[config.mk]
export PLATFORM = sky130hd
export DESIGN_NAME = sar_readout
export DESIGN_NICKNAME = d
export VERILOG_FILES = /design/src/shared/sar_pkg.sv /design/src/rtl/sar_readout.sv /design/src/rtl/sar_sync2.sv
export SDC_FILE = /design/constraint.sdc
export NUM_CORES = 1
export LEC_CHECK = 0
export ABC_AREA = 1
export ABC_CLOCK_PERIOD_IN_PS = 1600
export BUFFER_PORTS_ARGS = -buffer_cell sky130_fd_sc_hd__buf_4
export CORE_ASPECT_RATIO = 0.75
export CORE_MARGIN = 2
export CORE_UTILIZATION = 45
export DETAILED_ROUTE_END_ITERATION = 10
export PLACE_DENSITY = 0.68
export SKIP_CTS_REPAIR_TIMING = 1
export SYNTH_ARGS = -nofsm -noshare
export SYNTH_HDL_FRONTEND = slang
export SYNTH_SLANG_ARGS = --single-unit
[constraint.sdc]
create_clock -name clk -period 1.6 [get_ports clk]
set_input_delay 0.16 -clock clk [delete_from_list [all_inputs] [get_ports clk]]
set_output_delay 0.16 -clock clk [all_outputs]
set_load 0.05 [all_outputs]
[src/shared/sar_pkg.sv]
// Constants and types shared by the converter readout block
package sar_pkg;

  // ----------------------------------------------------------------
  // Word format
  // ----------------------------------------------------------------
  localparam int unsigned WORD_BITS = 12;
  localparam int unsigned MSB_IDX   = WORD_BITS - 1;
  localparam int unsigned BIT_CNT_W = 4;
  localparam logic [BIT_CNT_W-1:0] LAST_BIT    = 4'hb;
  localparam logic [BIT_CNT_W-1:0] BIT_CNT_RST = 4'h0;
  localparam logic [BIT_CNT_W-1:0] BIT_STEP    = 4'h1;
  localparam logic [WORD_BITS-1:0] RESULT_RST  = 12'h000;

  // ----------------------------------------------------------------
  // Timing, clock at 125 MHz
  // ----------------------------------------------------------------
  localparam int unsigned CLK_PERIOD_NS = 8;
  localparam int unsigned CONV_TIME_NS  = 650;
  localparam int unsigned EOC_SDO_NS    = 8;
  localparam int unsigned CS_SDO_NS     = 18;
  localparam int unsigned SDO_HIZ_NS    = 15;

  function automatic int unsigned max_cyc(input int unsigned ns);
    int unsigned c;
    c = ns / CLK_PERIOD_NS;
    return (c < 1) ? 1 : c;
  endfunction : max_cyc

  localparam int unsigned CONV_CYCLES = max_cyc(CONV_TIME_NS);
  localparam int unsigned EOC_SDO_CYC = max_cyc(EOC_SDO_NS);
  localparam int unsigned CS_SDO_CYC  = max_cyc(CS_SDO_NS);
  localparam int unsigned SDO_HIZ_CYC = max_cyc(SDO_HIZ_NS);

  localparam int unsigned CONV_CNT_W = 7;
  localparam logic [CONV_CNT_W-1:0] CONV_LOAD = CONV_CNT_W'(CONV_CYCLES - 1);
  localparam logic [CONV_CNT_W-1:0] CONV_ZERO = 7'h00;
  localparam logic [CONV_CNT_W-1:0] CONV_STEP = 7'h01;

  // ----------------------------------------------------------------
  // Readout sequencer states
  // ----------------------------------------------------------------
  typedef enum logic [4:0] {
    SAR_IDLE  = 5'h01,
    SAR_CONV  = 5'h02,
    SAR_READY = 5'h04,
    SAR_SHIFT = 5'h08,
    SAR_DONE  = 5'h10
  } sar_state_t;

endpackage : sar_pkg

[src/rtl/sar_readout.sv]
// Conversion start and serial readout logic of the 12-bit converter
`timescale 1ns/1ns
module sar_readout
(
  input  wire logic                          clk,                // System clock, 125 MHz
  input  wire logic                          sys_rst,            // Async reset, active high
  input  wire logic                          conversion_start_n, // Start pin, active low
  input  wire logic                          cs_n,               // Chip select, active low
  input  wire logic                          sclk,               // Serial read clock pin
  input  wire logic [sar_pkg::WORD_BITS-1:0] sar_code_i,         // Code from the analog core
  output logic                               sdo_o,              // Serial data output level
  output logic                               sdo_oe,             // Serial data output enable
  output logic                               hold_o,             // Track-and-hold in hold
  output logic                               pwr_down_o          // Analog core powered down
);
  import sar_pkg::*;

  // ----------------------------------------------------------------
  // Pin synchronisation and edge detection
  // ----------------------------------------------------------------
  logic start_s, cs_s, sclk_s;
  logic start_prev_ff, cs_prev_ff, sclk_prev_ff;

  // Each synchroniser resets to its pin's idle level: no false edge after reset
  sar_sync2 u_sync_start (.clk(clk), .sys_rst(sys_rst), .rst_val(1'b1),
                          .din(conversion_start_n), .dout(start_s));
  sar_sync2 u_sync_cs    (.clk(clk), .sys_rst(sys_rst), .rst_val(1'b1),
                          .din(cs_n), .dout(cs_s));
  sar_sync2 u_sync_sclk  (.clk(clk), .sys_rst(sys_rst), .rst_val(1'b0),
                          .din(sclk), .dout(sclk_s));

  function automatic logic fell(input logic prev, input logic cur);
    return prev & ~cur;
  endfunction : fell

  always_ff @(posedge clk or posedge sys_rst)
  begin
    if (sys_rst)
    begin
      start_prev_ff <= 1'b1;
      cs_prev_ff    <= 1'b1;
      sclk_prev_ff  <= 1'b0;
    end
    else
    begin
      start_prev_ff <= start_s;
      cs_prev_ff    <= cs_s;
      sclk_prev_ff  <= sclk_s;
    end
  end

  logic start_fall, cs_fall, sclk_fall, conv_end;
  assign start_fall = fell(start_prev_ff, start_s);
  assign cs_fall    = fell(cs_prev_ff, cs_s);
  assign sclk_fall  = fell(sclk_prev_ff, sclk_s);

  // ----------------------------------------------------------------
  // Conversion timing
  // ----------------------------------------------------------------
  sar_state_t                state_ff;
  logic [CONV_CNT_W-1:0]     conv_cnt_ff;
  logic                      hold_ff;
  logic                      pwr_down_ff;
  logic [WORD_BITS-1:0]      result_ff;

  assign conv_end = (state_ff == SAR_CONV) && (conv_cnt_ff == CONV_ZERO);

  always_ff @(posedge clk or posedge sys_rst)
  begin
    if (sys_rst)
    begin
      conv_cnt_ff <= CONV_ZERO;
      hold_ff     <= 1'b0;
    end
    else if (start_fall && state_ff != SAR_CONV)
    begin
      conv_cnt_ff <= CONV_LOAD;
      hold_ff     <= 1'b1;
    end
    else if (conv_end)
    begin
      hold_ff <= 1'b0;
    end
    else if (state_ff == SAR_CONV)
    begin
      conv_cnt_ff <= conv_cnt_ff - CONV_STEP;
    end
  end

  // Code is latched unchanged: straight binary, code zero at bottom
  always_ff @(posedge clk or posedge sys_rst)
  begin
    if (sys_rst)
      result_ff <= RESULT_RST;
    else if (conv_end)
      result_ff <= sar_code_i;
  end

  // Start still low at conversion end powers the core down; start rising wakes it
  always_ff @(posedge clk or posedge sys_rst)
  begin
    if (sys_rst)
      pwr_down_ff <= 1'b0;
    else if (conv_end && !start_s)
      pwr_down_ff <= 1'b1;
    else if (start_s)
      pwr_down_ff <= 1'b0;
  end

  // ----------------------------------------------------------------
  // Readout sequencer
  // ----------------------------------------------------------------
  logic [WORD_BITS-1:0] shift_ff;
  logic [BIT_CNT_W-1:0] bit_cnt_ff;
  logic                 sdo_ff;
  logic                 sdo_oe_ff;

  always_ff @(posedge clk or posedge sys_rst)
  begin
    if (sys_rst)
    begin
      state_ff   <= SAR_IDLE;
      shift_ff   <= RESULT_RST;
      bit_cnt_ff <= BIT_CNT_RST;
      sdo_ff     <= 1'b0;
      sdo_oe_ff  <= 1'b0;
    end
    else if (start_fall && state_ff != SAR_CONV)
    begin
      state_ff  <= SAR_CONV;
      sdo_oe_ff <= 1'b0;
    end
    else
    begin
      case (state_ff)
        SAR_CONV:
          if (conv_end)
          begin
            if (!cs_s)
            begin
              state_ff   <= SAR_SHIFT;
              shift_ff   <= sar_code_i;
              sdo_ff     <= sar_code_i[MSB_IDX];
              sdo_oe_ff  <= 1'b1;
              bit_cnt_ff <= BIT_CNT_RST;
            end
            else
              state_ff <= SAR_READY;
          end
        SAR_READY:
          if (cs_fall)
          begin
            state_ff   <= SAR_SHIFT;
            shift_ff   <= result_ff;
            sdo_ff     <= result_ff[MSB_IDX];
            sdo_oe_ff  <= 1'b1;
            bit_cnt_ff <= BIT_CNT_RST;
          end
        SAR_SHIFT:
          if (cs_s)
          begin
            state_ff   <= SAR_IDLE;
            sdo_oe_ff  <= 1'b0;
            bit_cnt_ff <= BIT_CNT_RST;
          end
          else if (sclk_fall)
          begin
            if (bit_cnt_ff == LAST_BIT)
            begin
              state_ff  <= SAR_DONE;
              sdo_oe_ff <= 1'b0;
            end
            else
            begin
              shift_ff   <= {shift_ff[MSB_IDX-1:0], 1'b0};
              sdo_ff     <= shift_ff[MSB_IDX-1];
              bit_cnt_ff <= bit_cnt_ff + BIT_STEP;
            end
          end
        SAR_DONE:
          if (cs_s)
          begin
            state_ff   <= SAR_IDLE;
            bit_cnt_ff <= BIT_CNT_RST;
          end
        default:
          state_ff <= SAR_IDLE;
      endcase
    end
  end

  assign sdo_o      = sdo_ff;
  assign sdo_oe     = sdo_oe_ff;
  assign hold_o     = hold_ff;
  assign pwr_down_o = pwr_down_ff;

  // ----------------------------------------------------------------
  // Assertions
  // ----------------------------------------------------------------
  localparam int CONV_DLY = CONV_CYCLES;
  localparam int EOC_DLY  = EOC_SDO_CYC;
  localparam int CS_DLY   = CS_SDO_CYC;
  localparam int HIZ_DLY  = SDO_HIZ_CYC;
endmodule : sar_readout

[src/rtl/sar_sync2.sv]
// Two-stage synchroniser for one pin input
`timescale 1ns/1ns
module sar_sync2 (
  input  wire logic clk,      // System clock
  input  wire logic sys_rst,  // Asynchronous reset, active high
  input  wire logic rst_val,  // Level shown on dout while in reset
  input  wire logic din,      // Pin level from outside the clock domain
  output logic      dout      // Synchronised level
);

  logic stage1_ff;
  logic stage2_ff;
  logic inv;

  // Stages hold the pin level folded with inv, so reset shows rst_val
  // and a pin that idles at that level does not fake an edge
  assign inv = ~rst_val;

  always_ff @(posedge clk or posedge sys_rst)
  begin
    if (sys_rst)
    begin
      stage1_ff <= 1'b1;
      stage2_ff <= 1'b1;
    end
    else
    begin
      stage1_ff <= din ^ inv;
      stage2_ff <= stage1_ff;
    end
  end

  assign dout = stage2_ff ^ inv;

endmodule : sar_sync2

[After elaboration in Yosys (flattened, before gate mapping)]
Index checks and enable logic that the tools add are counted.
Cells by class
  $add $sub $neg: 2
  eq/ne operators: 22
  mux-type cells: 46
  bitwise gates (word level): 8
  reductions and logical operators: 16
Operators by type and width (number)
  $mux W11: 6
  $mux W5: 7
  $pmux W11 S3: 1
  $mux W4: 8
  $mux W7: 3
  $pmux W5 S4: 1
  $mux W1: 17
  $pmux W4 S4: 1
  $reduce_and A8 Y1: 2
  $ne A2 B2 Y1 const B: 6
  $ne A3 B2 Y1 const B: 4
  $ne A4 B3 Y1 const B: 2
  $reduce_bool A4 Y1: 2
  $logic_not A7 Y1: 1
  $sub A7 B1 Y7 const B: 1
  $ne A3 B3 Y1 const B: 2
  $pmux W1 S3: 2
  $reduce_and A6 Y1: 1
  $reduce_bool A2 Y1: 3
  $eq A5 B2 Y1 const B: 1
  $eq A5 B3 Y1 const B: 1
  $eq A5 B4 Y1 const B: 1
  $eq A5 B5 Y1 const B: 1
  $ne A5 B2 Y1 const B: 1
  other kinds (10): 19
Storage, ports and cells
  register bits after elaboration: 52
  input bits: 17
  output and inout bits: 4
  word-level logic and storage cells: 112

[Longest topological paths before layout]
  depth in word-level cells: 6
  mapped depth: 12
  depth with buffers taken out: 11

[Hierarchy]
Synthesis repeated with hierarchy kept, for this count alone.
Unflattened totals
  cell total of the unflattened synthesis: 358
  area, all modules: 2741.4 um^2
Modules (own cells, without submodules)
  sar_readout: instances 1, cells an instance 322, area each 2471.1 um^2, sequential area each 1154.9 um^2
  sar_sync2: instances 3, cells an instance 12, area each 90.1 um^2, sequential area each 52.6 um^2

[Least setup slack after synthesis]
Ideal clock, no wire load.
  path kind: reg-to-reg
  from: register conv_cnt_ff[0]
  to: register sdo_ff, in the netlist sdo_o
  setup time: 0.121 ns
  arrival time: 1.470 ns
  data required time: 1.479 ns
  slack: 0.009 ns
  stages on the path, launching flop included: 13
  buffers on the path: 1
  clock period less this slack: 1.591 ns
  cells stage by stage: dfrtp_1 inv_1 ha_1 nand2_1 nor2_2 nor2_4 inv_2 nand2_1 nor2_2 nand2_4 buf_6 nand2_1 o21ai_2
Between the ends
  longest elaborated chain between the ends: 4
RTL lines
  from (decl): RTL line sar_readout.sv:61  | logic [CONV_CNT_W-1:0] conv_cnt_ff;
  from (signal assigned): RTL line sar_readout.sv:86  | conv_cnt_ff <= conv_cnt_ff - CONV_STEP;
  $logic_not A7 Y1: RTL line sar_readout.sv:66  | assign conv_end = (state_ff == SAR_CONV) && (conv_cnt_ff == CONV_ZERO);
  $logic_and A1 B1 Y1: RTL line sar_readout.sv:66
  $ne A2 B2 Y1 (no source line)
  $reduce_and A8 Y1 (no source line)
  to (signal assigned): RTL line sar_readout.sv:143  | sdo_ff <= sar_code_i[MSB_IDX];
  to (signal assigned): RTL line sar_readout.sv:155  | sdo_ff <= result_ff[MSB_IDX];
  to (signal assigned): RTL line sar_readout.sv:176  | sdo_ff <= shift_ff[MSB_IDX-1];
  to (decl): RTL line sar_readout.sv:115  | logic sdo_ff;
No other way between the ends.
A chain may end at the register's enable or synchronous reset.

[Worst setup path in the final report]
  from: register state_ff[1]
  to: register shift_ff[4]
Between the ends
  longest elaborated chain between the ends: 4
  elaborated cells between the ends (all ways): 16
  classes of those cells: eq/ne: 10; mux: 1; bitwise: 1; reduce/logical: 4
RTL lines
  from (decl): RTL line sar_readout.sv:60  | sar_state_t state_ff;
  from (signal assigned): RTL line sar_readout.sv:122  | state_ff <= SAR_IDLE;
  from (signal assigned): RTL line sar_readout.sv:130  | state_ff <= SAR_CONV;
  from (signal assigned): RTL line sar_readout.sv:141  | state_ff <= SAR_SHIFT;
  $eq A5 B2 Y1 or $ne A5 B2 Y1 (tied branches): RTL line sar_readout.sv:66, sar_readout.sv:135, sar_readout.sv:128
  $logic_and A1 B1 Y1 (on tied branches): RTL line sar_readout.sv:66, sar_readout.sv:128
  $ne A2 B2 Y1 (no source line) or $not A1 Y1 (tied branches)
  $reduce_and A8 Y1 (no source line)
  to (signal assigned): RTL line sar_readout.sv:142  | shift_ff <= sar_code_i;
  to (signal assigned): RTL line sar_readout.sv:154  | shift_ff <= result_ff;
  to (signal assigned): RTL line sar_readout.sv:175  | shift_ff <= {shift_ff[MSB_IDX-1:0], 1'b0};
  to (decl): RTL line sar_readout.sv:113  | logic [WORD_BITS-1:0] shift_ff;
Several ways; a longest one is shown, not always the timed one.

==> qor.yml <==
timing:
  hold_viol_final: 0
  timing.final.crit_share: 1.04
  max_slew_margin: 0.741
  drv_slew: 0
  post-route-min-period_ns: 1.67
  worst_slew_pin_slew_ns: 0.388
  rsz0062_at_grt: "true"
  setup_ws_ns: -0.0685
  fin_skew_ns: 0.0108
  finalSetupViolations: 15
  max_clock_freq_mhz: 599
synth:
  synth.net_count: 340
  synthAdderAreaFrac: 0.0145
  yosys.area_share.simple: 0.308
  synth-seq-cells: 52
  synth_cell_types: 30
  synth-compound-area-share: 0.101
  yosysWarningCount: 0
  avgSynthCellArea_um2: 8.06
  synth_xor_area_frac: 0.00679
  seq_area_frac_synth: 0.509
  synthMuxAreaShare: 0
  synth_top_family_by_area: "simple AND/OR/NAND/NOR gates"
  synth.cell_area_mm2: 0.00258
  synthCells: 320
worst_setup_path:
  crit_chain: "inv_2 > nand2_2 > nor2_4 > o21ai_2 > nand2_2 > nand2_2 > nor2_4 > buf_12 > nand2_8 > nand2_2 > o21ai_2"
  crit_start: "state_ff[1]"
  path_class: "reg2reg"
  path_max_fanout: 6
  slowest_delay_ns: 0.41
  critPathLaunchType: "flip-flop"
  critPathCaptureType: "flip-flop"
  crit_slowest_cell: "dfrtp_1"
  r2r_start: "state_ff[1]"
  cp.arrival_ns: 1.87
  path_delay_family: "simple AND/OR/NAND/NOR gates"
  worst_path_most_repeated_cell: "nand2_2"
  worst-path-buf-inv: 2
  required_ns: 1.81
clock_tree:
  cts_tree: "built"
  numClockSinks: 52
  worstSkewPairLatency_ns: 0.31
  root_buffer: "clkbuf_8"
  numCtsBuffers: 5
  cts.clk_slew.worst_paths_ns: 0.10
  h-tree-depth: 2
  clockBufferDepth: 2
global_routing:
  antenna_found_initial: 0
  grt_pass1_vias: 2071
  grt_overflow: 0
  grt_pass1_wl_um: 9650
  grtUsageTotal: 0.188
  grt_max_degree: 53
worst_hold_path:
  hold_class: "in2reg"
  min-delay-start: "sar_code_i[6]"
cells_and_area:
  regArea_mm2: 0.00132
  drive_gt1_frac: 0.413
  diodes: 0
  finalInstanceArea_mm2: 0.00358
  area_growth_pct: 38.8
  fillers: 440
  final_nets: 414
  multi_input_area_mm2: 0.00138
  finish.utilization: 0.659
detailed_routing:
  post_drt_wl_per_cell_um: 13.8
  ant_nets: 0
  route.vias.total: 2378
  route.layer.met1.wl_um: 3030
  vias_per_cell: 5.06
  dr.max_layer_used: "met4"
  wl_um: 6490
  route.met3.wl_um: 484
  initialDrtViolationCount: 143
  dr.pass1.iters: 4
  drc_errors: 0
  met2WireLength_um: 2900
die:
  ios: 21
  die_area_mm2: 0.00636
  fp-row-count: 23
  die_x_um: 91.4
  die-height_um: 69.6
  core_region_area_mm2: 0.00544
  start_util: 0.474
run:
  cap_violations: 0
run_status:
  outcome: "complete, but fails checks"
  violations: "setup timing"
placement:
  hpwl_um: 4020
  place.gp.congestion: 0.956
  port_buffers: 20
  dpl-instance-area_mm2: 0.00303
power:
  power_w: 0.00551
  power.density_mw_per_mm2: 1540
  leakage_nw: 1.72
  peakVddDrop_v: 0.000655
## worst paths after layout
kind                                       end  slack (ns)  cells after the start
max in group asynchronous           cs_prev_ff        0.86                      4
min                               result_ff[6]        0.06                      3
min reg2reg                u_sync_cs.stage2_ff        0.36                      0
max reg2reg                        shift_ff[4]       -0.07                     11
max                                shift_ff[4]       -0.07                     11
min in group asynchronous        bit_cnt_ff[3]        0.44                      4
## power breakdown
group	switching (W)	total, W	internal [W]	leakage (nW)
Clock	0.000450	0.000801	0.000351	0.0434
Combinational	0.00150	0.00265	0.00115	1.08
Sequential	0.000305	0.00206	0.00176	0.596
## area by class of cell
class / instances / share of cell area
multi-input combinational: 235 / 0.384
sequential: 52 / 0.367
timing repair buffer: 71 / 0.163
inverter: 28 / 0.0304
tap: 75 / 0.0262
clock buffer: 6 / 0.0231
clock inverter: 2 / 0.00419
timing repair inverter: 1 / 0.00210
## cells by family (layout without fill, tap and decap cells)
logic type / count (synthesis) / count (layout)
compound gates: 42 / 42
buf+inv: 36 / 108
xor+xnor: 2 / 2
flops: 52 / 52
simple gates: 185 / 188
fa+ha+maj: 3 / 3
## through the flow
step | worst slack, ns | TNS (ns) | instances | hold slack [ns]
after floorplan | 0.00909 | 0 | 320 | 0.164
after CTS | -0.124 | -1.79 | 447 | -0.103
final | -0.0685 | -0.675 | 470 | 0.0557
after detailed placement | -0.121 | -1.57 | 439 | 0.237
after global routing | -0.136 | -2.56 | 470 | 0.0556
after global placement | -0.111 | -1.43 | 439 | 0.234
## layout by cell type, fill, tap and decap left out, types with 6 or more instances in the layout
cell      instances
nor2_1           14
nor2_4           10
dfstp_2           9
nand2_1         104
o21ai_2          16
clkbuf_8          6
nand2_2          17
nor2_2            8
a21oi_1           9
inv_2             6
nand3_1          14
dfrtp_1          41
buf_4            63
o21ai_0           8
inv_1            21
## synth_stat cells
library cell	count	area (um^2)
ha_1	3	37.5
a21o_1	1	7.51
o21ai_0	10	50.1
nand4_1	4	25.0
buf_4	1	7.51
o21ai_1	4	20.0
dfrtp_1	43	1080
nand3b_1	2	15.0
a21oi_1	13	65.1
nor2_1	22	82.6
nor2_4	1	11.3
o21ai_2	12	105
xor2_1	1	8.76
nand2_2	2	12.5
nand2_4	1	11.3
buf_2	2	10.0
nor3_1	2	10.0
o22ai_1	1	6.26
inv_1	27	101
nand3_1	17	85.1
and3_1	1	6.26
nand2_1	123	462
dfstp_2	9	236
nand3_4	1	17.5
xnor2_1	1	8.76
buf_6	2	22.5
inv_2	1	3.75
clkbuf_1	3	11.3
a22oi_1	1	7.51
nor2_2	9	56.3
## worst register-to-register path, delay by kind of cell (launching register included)
family	cells	cell delay, ns
buf+inv	2	0.25
flops	1	0.41
simple gates	7	0.75
compound gates	2	0.16
## metal layers
layer	global-route usage	up-vias
met5	0	-
met4	0.0556	0
met3	0.0402	8
met2	0.263	78
met1	0.291	1124
li1	-	1168
## flip-flops by register name, summed over array words and instances (netlist names)
name / cells
result_ff: 12
shift_ff: 11
conv_cnt_ff: 7
state_ff: 5
bit_cnt_ff: 4
cs_prev_ff: 1
hold_o: 1
pwr_down_o: 1
sclk_prev_ff: 1
sdo_o: 1
sdo_oe: 1
start_prev_ff: 1
u_sync_cs.stage1_ff: 1
u_sync_cs.stage2_ff: 1
u_sync_sclk.stage1_ff: 1
u_sync_sclk.stage2_ff: 1
u_sync_start.stage1_ff: 1
u_sync_start.stage2_ff: 1
Note: power is estimated with default switching activity, not from simulation.
